$ cat src/inc/timer_pwm_unit_pkg.sv
package timer_pwm_unit_pkg;

  // ----------------------------------------------------------------
  // Sizes
  // ----------------------------------------------------------------
  localparam int NCH = 8;  // Channels 1..8 live at index 0..7
  localparam int AW  = 8;
  localparam int DW  = 16;

  // ----------------------------------------------------------------
  // Register word addresses
  // ----------------------------------------------------------------
  localparam logic [7:0] ADDR_CTRL    = 8'h00;
  localparam logic [7:0] ADDR_MOD     = 8'h01;
  localparam logic [7:0] ADDR_COUNT   = 8'h02;
  localparam logic [7:0] ADDR_FLAGS   = 8'h03;
  localparam logic [7:0] ADDR_CH_CTRL = 8'h10;  // Plus channel index
  localparam logic [7:0] ADDR_CH_VAL  = 8'h18;  // Plus channel index

  // ----------------------------------------------------------------
  // Field positions
  // ----------------------------------------------------------------
  localparam int CTRL_PS_LSB    = 0;
  localparam int CTRL_CLKS_LSB  = 3;
  localparam int CTRL_CENTER_PWM_SELECT_BIT = 5;
  localparam int CHC_ELS_LSB    = 0;
  localparam int CHC_MODE_LSB   = 2;
  localparam int FLAG_OVF_BIT   = 8;

  // ----------------------------------------------------------------
  // Encodings and reset values
  // ----------------------------------------------------------------
  localparam logic [1:0] CLKS_NONE   = 2'h0;
  localparam logic [1:0] CLKS_BUS    = 2'h1;
  localparam logic [1:0] CLKS_FIXED  = 2'h2;
  localparam logic [1:0] CLKS_EXT    = 2'h3;
  localparam logic [1:0] ELS_OFF     = 2'h0;
  localparam logic [1:0] ELS_TOGGLE  = 2'h1;
  localparam logic [1:0] ELS_CLEAR   = 2'h2;
  localparam logic [1:0] ELS_SET     = 2'h3;
  localparam logic [1:0] MODE_CAPT   = 2'h0;
  localparam logic [1:0] MODE_CMP    = 2'h1;
  localparam logic [15:0] MOD_RST    = 16'h0000;
  localparam logic [15:0] VAL_RST    = 16'h0000;

  typedef enum logic [4:0] {
    CHF_OFF        = 5'h01,
    CHF_CAPTURE    = 5'h02,
    CHF_COMPARE    = 5'h04,
    CHF_EDGE_PWM   = 5'h08,
    CHF_CENTER_PWM = 5'h10
  } chan_func_t;

endpackage

$ cat src/design/timer_pwm_unit.sv
// What this block does
// Software picks counter clock source
// External clock synchronised, max quarter bus rate
// Software avoids channel I/O on clock pin
// Software-timer compare works with external clock
// Pin released when edge select or source zero
// Center select drives all active channels center-aligned
// Mode field picks capture, compare, edge PWM
// Capture pin is edge input, edge select polarity
// Capture input synchronised to bus clock
// Capture pulses held four bus clocks
// Compare drives pin, toggles/clears/sets on match
// Toggle keeps previous level until next match
// Edge PWM 1:0 high at start, low match
// Edge PWM low bit set inverts polarity
// Center PWM 1:0 clear up, set down
// Center PWM low bit set inverts polarity
// Eight channels, each with own pin
// Source codes none, bus, fixed, external
// Edge PWM period is modulo plus one
// Center counter counts up then down
// Prescaler divides by power of two
// Compare actions toggle, clear, set
// Event flag set in recognition cycle
`timescale 1ns/10ps
module timer_pwm_unit (
  input  wire logic                               MCLK,
  input  wire logic                               RST_N,
  input  wire logic [timer_pwm_unit_pkg::AW-1:0]  ADDR,
  input  wire logic [timer_pwm_unit_pkg::DW-1:0]  WDATA,
  input  wire logic                               WR,
  input  wire logic                               RD,
  output logic      [timer_pwm_unit_pkg::DW-1:0]  RDATA,
  input  wire logic                               EXT_CLK_PIN,
  input  wire logic                               FIXED_CLK,
  input  wire logic [timer_pwm_unit_pkg::NCH-1:0] CH_IN,
  output logic      [timer_pwm_unit_pkg::NCH-1:0] CH_OUT,
  output logic      [timer_pwm_unit_pkg::NCH-1:0] CH_OE
);
  import timer_pwm_unit_pkg::*;

  // ----------------------------------------------------------------
  // State
  // ----------------------------------------------------------------
  typedef struct packed {
    logic [2:0]                ps;
    logic [1:0]                clks;
    logic                      center_pwm_select;
    logic [15:0]               modv;
    logic [15:0]               cnt;
    logic                      down;
    logic [6:0]                pre;
    logic [FLAG_OVF_BIT:0]     flags;
    logic [NCH-1:0][1:0]       els;
    logic [NCH-1:0][1:0]       mode;
    logic [NCH-1:0][15:0]      val;
    logic [2:0]                ext_s;
    logic [2:0]                fix_s;
    logic [NCH-1:0]            ch_s1;
    logic [NCH-1:0]            ch_s2;
    logic [NCH-1:0]            ch_s3;
    logic [NCH-1:0]            out;
    logic [NCH-1:0]            oe;
    logic [DW-1:0]             rdata;
  } state_t;

  state_t         st_reg;
  state_t         st_next;
  logic           ext_rise;
  logic           fix_rise;
  logic           src_tick;
  logic           cnt_tick;
  logic           ovf_ev;
  logic [NCH-1:0] cap_ev;
  logic [NCH-1:0] cmp_ev;
  logic [NCH-1:0] rise;
  logic [NCH-1:0] fall;
  chan_func_t     func [NCH];

  // ----------------------------------------------------------------
  // Decoders
  // ----------------------------------------------------------------
  // Pin function of one channel from the shared and channel fields
  function automatic chan_func_t chan_func(input logic center_pwm_select, input logic [1:0] clks,
                                           input logic [1:0] mode, input logic [1:0] els);
    if (clks == CLKS_NONE || els == ELS_OFF)
      return CHF_OFF;
    else if (center_pwm_select)
      return CHF_CENTER_PWM;
    else if (mode == MODE_CAPT)
      return CHF_CAPTURE;
    else if (mode == MODE_CMP)
      return CHF_COMPARE;
    else
      return CHF_EDGE_PWM;
  endfunction

  // Divider mask for the prescale select field
  function automatic logic [6:0] pre_mask(input logic [2:0] ps);
    return 7'((8'h01 << ps) - 8'h01);
  endfunction

  // ----------------------------------------------------------------
  // Next-state logic
  // ----------------------------------------------------------------
  always_comb begin
    st_next = st_reg;
    ovf_ev  = 1'b0;
    // Two-flop synchronisers plus a third stage for edge detection
    st_next.ext_s = {st_reg.ext_s[1:0], EXT_CLK_PIN};
    st_next.fix_s = {st_reg.fix_s[1:0], FIXED_CLK};
    st_next.ch_s1 = CH_IN;
    st_next.ch_s2 = st_reg.ch_s1;
    st_next.ch_s3 = st_reg.ch_s2;
    ext_rise = st_reg.ext_s[1] & ~st_reg.ext_s[2];
    fix_rise = st_reg.fix_s[1] & ~st_reg.fix_s[2];
    rise     = st_reg.ch_s2 & ~st_reg.ch_s3;
    fall     = ~st_reg.ch_s2 & st_reg.ch_s3;

    // Clock source selection
    case (st_reg.clks)
      CLKS_BUS:   src_tick = 1'b1;
      CLKS_FIXED: src_tick = fix_rise;
      CLKS_EXT:   src_tick = ext_rise;
      default:    src_tick = 1'b0;
    endcase

    // Prescaler: counter advances on every 2^ps source ticks
    cnt_tick = src_tick && ((st_reg.pre & pre_mask(st_reg.ps)) == pre_mask(st_reg.ps));
    if (src_tick)
      st_next.pre = st_reg.pre + 7'h01;

    // Counter
    if (cnt_tick) begin
      if (!st_reg.center_pwm_select) begin
        if (st_reg.cnt == st_reg.modv && st_reg.modv != 16'h0000) begin
          st_next.cnt = 16'h0000;
        end else begin
          st_next.cnt = st_reg.cnt + 16'h0001;
        end
        ovf_ev = (st_next.cnt == 16'h0000);
      end else if (st_reg.modv != 16'h0000) begin
        if (!st_reg.down) begin
          if (st_reg.cnt >= st_reg.modv) begin
            st_next.down = 1'b1;
            st_next.cnt  = st_reg.cnt - 16'h0001;
          end else begin
            st_next.cnt = st_reg.cnt + 16'h0001;
          end
        end else if (st_reg.cnt == 16'h0000) begin
          st_next.down = 1'b0;
          st_next.cnt  = 16'h0001;
          ovf_ev       = 1'b1;
        end else begin
          st_next.cnt = st_reg.cnt - 16'h0001;
        end
      end
    end

    // Register writes; flag clears come before the sets below
    if (WR) begin
      case (ADDR)
        ADDR_CTRL: begin
          st_next.ps    = WDATA[CTRL_PS_LSB +: 3];
          st_next.clks  = WDATA[CTRL_CLKS_LSB +: 2];
          st_next.center_pwm_select = WDATA[CTRL_CENTER_PWM_SELECT_BIT];
        end
        ADDR_MOD:   st_next.modv = WDATA;
        ADDR_COUNT: begin
          st_next.cnt  = 16'h0000;
          st_next.down = 1'b0;
          st_next.pre  = 7'h00;
        end
        ADDR_FLAGS: st_next.flags = st_reg.flags & ~WDATA[FLAG_OVF_BIT:0];
        default: begin
          if (ADDR[7:3] == ADDR_CH_CTRL[7:3]) begin
            st_next.els[ADDR[2:0]]  = WDATA[CHC_ELS_LSB +: 2];
            st_next.mode[ADDR[2:0]] = WDATA[CHC_MODE_LSB +: 2];
          end else if (ADDR[7:3] == ADDR_CH_VAL[7:3]) begin
            st_next.val[ADDR[2:0]] = WDATA;
          end
        end
      endcase
    end
    // Overflow set wins over a clear in the same cycle
    if (ovf_ev)
      st_next.flags[FLAG_OVF_BIT] = 1'b1;

    // Channels
    for (int i = 0; i < NCH; i++) begin
      func[i]   = chan_func(st_reg.center_pwm_select, st_reg.clks, st_reg.mode[i], st_reg.els[i]);
      cmp_ev[i] = 1'b0;
      cap_ev[i] = 1'b0;
      st_next.oe[i] = (func[i] != CHF_OFF);
      case (func[i])
        CHF_CAPTURE: begin
          // Edge select 01 rising, 10 falling, 11 either
          cap_ev[i] = (st_reg.els[i][0] & rise[i]) | (st_reg.els[i][1] & fall[i]);
          st_next.oe[i] = 1'b0;
          st_next.out[i] = st_reg.ch_s2[i];
          if (cap_ev[i])
            st_next.val[i] = st_reg.cnt;
        end
        CHF_COMPARE: begin
          cmp_ev[i] = cnt_tick && st_reg.cnt == st_reg.val[i];
          if (cmp_ev[i]) begin
            case (st_reg.els[i])
              ELS_TOGGLE: st_next.out[i] = ~st_reg.out[i];
              ELS_CLEAR:  st_next.out[i] = 1'b0;
              default:    st_next.out[i] = 1'b1;
            endcase
          end
        end
        CHF_EDGE_PWM: begin
          cmp_ev[i] = cnt_tick && st_reg.cnt == st_reg.val[i];
          if (cnt_tick && st_reg.cnt == 16'h0000)
            st_next.out[i] = ~st_reg.els[i][0];
          if (cmp_ev[i])
            st_next.out[i] = st_reg.els[i][0];
        end
        CHF_CENTER_PWM: begin
          cmp_ev[i] = cnt_tick && st_reg.cnt == st_reg.val[i];
          if (cmp_ev[i])
            st_next.out[i] = st_reg.els[i][0] ^ st_reg.down;
        end
        default: begin
          // Released pin: follow its level so toggle starts from it
          st_next.out[i] = st_reg.ch_s2[i];
          cmp_ev[i] = !st_reg.center_pwm_select && st_reg.mode[i] == MODE_CMP && st_reg.clks != CLKS_NONE
                      && cnt_tick && st_reg.cnt == st_reg.val[i];
        end
      endcase
      if (cap_ev[i] || cmp_ev[i])
        st_next.flags[i] = 1'b1;
    end

    // Read data stands only in the cycle after the strobe
    st_next.rdata = '0;
    if (RD) begin
      case (ADDR)
        ADDR_CTRL:  st_next.rdata = {10'h000, st_reg.center_pwm_select, st_reg.clks, st_reg.ps};
        ADDR_MOD:   st_next.rdata = st_reg.modv;
        ADDR_COUNT: st_next.rdata = st_reg.cnt;
        ADDR_FLAGS: st_next.rdata = {7'h00, st_reg.flags};
        default: begin
          if (ADDR[7:3] == ADDR_CH_CTRL[7:3])
            st_next.rdata = {12'h000, st_reg.mode[ADDR[2:0]], st_reg.els[ADDR[2:0]]};
          else if (ADDR[7:3] == ADDR_CH_VAL[7:3])
            st_next.rdata = st_reg.val[ADDR[2:0]];
        end
      endcase
    end
  end

  // ----------------------------------------------------------------
  // State register
  // ----------------------------------------------------------------
  always_ff @(posedge MCLK or negedge RST_N) begin
    if (!RST_N) begin
      st_reg      <= '0;
      st_reg.modv <= MOD_RST;
      st_reg.val  <= {NCH{VAL_RST}};
      st_reg.ch_s1 <= '1;   // Released pins idle high, so no false edge
      st_reg.ch_s2 <= '1;
      st_reg.ch_s3 <= '1;
    end else begin
      st_reg <= st_next;
    end
  end

  assign RDATA  = st_reg.rdata;
  assign CH_OUT = st_reg.out;
  assign CH_OE  = st_reg.oe;
endmodule // timer_pwm_unit

$ cat config.mk
export PLATFORM = sky130hd
export DESIGN_NAME = timer_pwm_unit
export DESIGN_NICKNAME = d
export VERILOG_FILES = /design/src/inc/timer_pwm_unit_pkg.sv /design/src/design/timer_pwm_unit.sv
export SDC_FILE = /design/constraint.sdc
export NUM_CORES = 1
export LEC_CHECK = 0
export BUFFER_PORTS_ARGS = -buffer_cell sky130_fd_sc_hd__buf_2
export CAP_MARGIN = 5
export CORE_ASPECT_RATIO = 1.5
export CORE_UTILIZATION = 50
export CTS_BUF_LIST = sky130_fd_sc_hd__clkbuf_4
export DETAILED_ROUTE_END_ITERATION = 6
export GPL_ROUTABILITY_DRIVEN = 1
export PLACE_DENSITY = 0.72
export SLEW_MARGIN = 5
export SYNTH_ARGS = -nofsm -noshare
export SYNTH_HDL_FRONTEND = slang
export SYNTH_SLANG_ARGS = --single-unit
$ cat constraint.sdc
create_clock -name MCLK -period 9.9 [get_ports MCLK]
set_input_delay 1.98 -clock MCLK [delete_from_list [all_inputs] [get_ports MCLK]]
set_output_delay 1.98 -clock MCLK [all_outputs]
set_load 0.005 [all_outputs]
==> qor.yml <==
status: "finished, final reports clean"
worstPathRequired_ps: 10540
power_leakage_nw: 7.875
hold_buffers: 0
syn-num-nets: 1910
synth_async_sr_flop_share: 1.000
grt_pass1_vias: 14730
ctsResizeCount: 0
drtIter0Drc: 1666
postCtsSetupRepairBufs: 0
combPwrFrac: 0.325
dp_hpwl_um: 39010
clkTransAtPathRegs_ps: 70
synth_area_sq_mm: 0.01715
nFillCells: 3068
setup_viol: 0
syn_area_per_cell_sq_um: 9.265
cpMaxStageDelayCell: "and2_1"
first_pass_iters: 6
p_sw_frac: 0.3967
p_int_mw: 2.195
yosys_warnings: 0
crit_chain: "buf_2 -> nor2b_1 -> and2_1 -> nand2_1 -> mux2i_1 -> o21ai_0"
antenna_found_initial: 2
routed_wl_um: 57720
io_buffers: 69
fmax_mhz: 211.6
clock-sinks: 277
synth_ff_type: "dfrtp_1"
worstSkewPairLatency_ps: 790
antenna_left: 0
ys_seq_area_frac: 0.4060
synth.area.top_cells: "dfrtp_1 (37%), mux2i_1 (8.4%), xor2_1 (7.4%)"
globalplace.congestion: 0.9548
maxCapViolations: 0
setup-tns-final_ps: 0
cts_root_buffer: "clkbuf_4"
cts_max_path_buffers: 3
synth_edf_count: 0
grt_max_degree: 78
cp-start-kind: "input port"
grt-ovfl-total: 0
finalHoldViolCount: 0
synth_common_cells: "dfrtp_1 (253), nand2_1 (227), xor2_1 (145)"
rsz0062_at_grt: "false"
tightest_slew_ps: 1264
fin_crit_ps: 4726
cts.htree.levels: 3
placed_cell_area_sq_mm: 0.01748
layout.cells.non_filler: 2317
io_pins: 70
post-synth-top-count-cell: "dfrtp_1"
clock_skew_ps: 60.05
slew-limit-headroom: 0.1533
path_class: "input port to register"
p_sw_mw: 1.443
ys_seq_elements: 277
min_period_over_period: 0.4774
die_y_um: 228.8
end_kind: "register"
grt_pass1_wl_um: 88450
clock_power_share: 0.289
wl_per_cell_um: 24.91
core_area_sq_mm: 0.03355
yosysTopAreaCellShare: 0.3692
nets: 1895
placed_cells: 2180
via_per_inst: 6.464
fp.dieW_um: 153.2
min_path_type: "register to register"
drive_above_1_share: 0.1774
grt_use_total: 0.3322
areaGrowthSynthToFinish_pct: 7.559
critPathMaxFanout: 23
drc: 0
tritoncts: "yes"
final_max_slew_viol_count: 0
fin_area_sq_mm: 0.01845
seqPwrFrac: 0.386
synth_cell_types: 76
cts-buffers-inserted: 74
crit_arrival_ps: 5360
p_per_area_mw_per_mm2: 197.2
synthesis.instances: 1851
synth_area_leader_cell: "dfrtp_1"
cpPeakStageDelay_ps: 870
rows: 82
hold-worst-slack_ps: 339.6
start_util: 0.5112
via_count: 14980
dieArea_sq_mm: 0.03506
vdd_drop_max_mv: 0.09582
worst max-delay path, delay by kind of cell:
family / cells / cell delay (ps)
buf+inv: 1 / 370
simple gates: 3 / 2510
mux: 1 / 340
compound gates: 1 / 130
path summary, 6_finish.rpt:
check                       startpoint          end  slack [ps]  cells after the start
setup / recovery               ADDR[1]  st_reg[160]        5170                      6
hold / removal             st_next[34]   st_reg[34]         340                      0
setup reg to reg           st_reg[242]  st_reg[243]        6290                      8
hold reg to reg            st_next[34]   st_reg[34]         340                      0
max in group asynchronous        RST_N  st_reg[120]        6530                      3
min in group asynchronous        RST_N  st_reg[246]        1200                      1
area by class of cell:
class,instances,area [sq um],area share
Tap cell,420,525.5,0.02849
Clock inverter,23,125.1,0.006783
Sequential cell,277,6963,0.3775
Clock buffer,111,833.3,0.04518
Antenna cell,3,7.507,0.0004070
Multi-Input combinational cell,1330,9178,0.4976
Inverter,46,172.7,0.009361
Timing Repair Buffer,107,640.6,0.03473
through the flow:
step / setup WS (ps) / total power [mW] / utilization
finish: 5174 / 3.638 / 0.5498
global route: 5089 / 3.810 / 0.5498
CTS: 5287 / 3.623 / 0.5496
detailed placement: 4455 / 2.567 / 0.5210
global placement: 4577 / 2.539 / 0.5210
floorplan: 6098 / 2.201 / -
kinds of logic (layout without fill, tap and decap cells):
family | after synthesis | after routing | synth area share
buffers and inverters | 244 | 287 | 0.06238
muxes | 214 | 214 | 0.1320
DFF | 277 | 277 | 0.4060
AOI/OAI and AO/OA | 432 | 432 | 0.1631
and+or+nand+nor | 504 | 504 | 0.1401
xor gates and xnor gates | 159 | 159 | 0.08121
adders and majority gates | 21 | 21 | 0.01532
other | 0 | 3 | 0
power groups by stage:
| stage | Combinational [mW] | Clock [mW] | Sequential [mW] |
|---|---|---|---|
| after floorplan | 0.841 | 0 | 1.36 |
| final | 1.18 | 1.05 | 1.40 |
| after global routing | 1.27 | 1.13 | 1.41 |
| after detailed placement | 1.15 | 0 | 1.42 |
| after global placement | 1.13 | 0 | 1.41 |
| after CTS | 1.16 | 1.07 | 1.40 |
layout by cell type (no fill, tap or decap), types with 9 or more instances in the layout:
cell type | Yosys | routed
o21a_1 | 10 | 10
o221ai_1 | 10 | 10
nor3_1 | 30 | 29
a31oi_1 | 19 | 19
a21oi_1 | 37 | 37
o21ai_1 | 40 | 40
xor2_1 | 145 | 145
mux2_2 | 61 | 61
a41oi_1 | 19 | 19
buf_2 | 21 | 68
clkinv_1 | 0 | 17
inv_1 | 45 | 45
buf_4 | 32 | 38
nor2_1 | 72 | 72
a211oi_1 | 11 | 11
a22oi_1 | 77 | 77
nand2b_1 | 9 | 9
mux2i_1 | 144 | 144
nand4_1 | 17 | 17
nand3_1 | 26 | 26
o21ai_0 | 131 | 131
nor2b_1 | 16 | 14
and3_1 | 10 | 10
clkbuf_4 | 0 | 111
a221o_1 | 11 | 11
nand2_1 | 227 | 227
nor4_1 | 55 | 47
o22ai_1 | 15 | 15
dfstp_2 | 24 | 24
xnor2_1 | 14 | 14
dfrtp_1 | 253 | 252
ha_1 | 21 | 21
metal layers:
layer | vias up | track usage | share of wire
met5 | - | 0 | 0
met4 | 0 | 0.2326 | 0.073
met3 | 242 | 0.06579 | 0.080
met2 | 880 | 0.5324 | 0.47
met1 | 7243 | 0.4003 | 0.38
li1 | 6611 | - | -
Power figures use the tool's default switching activity.
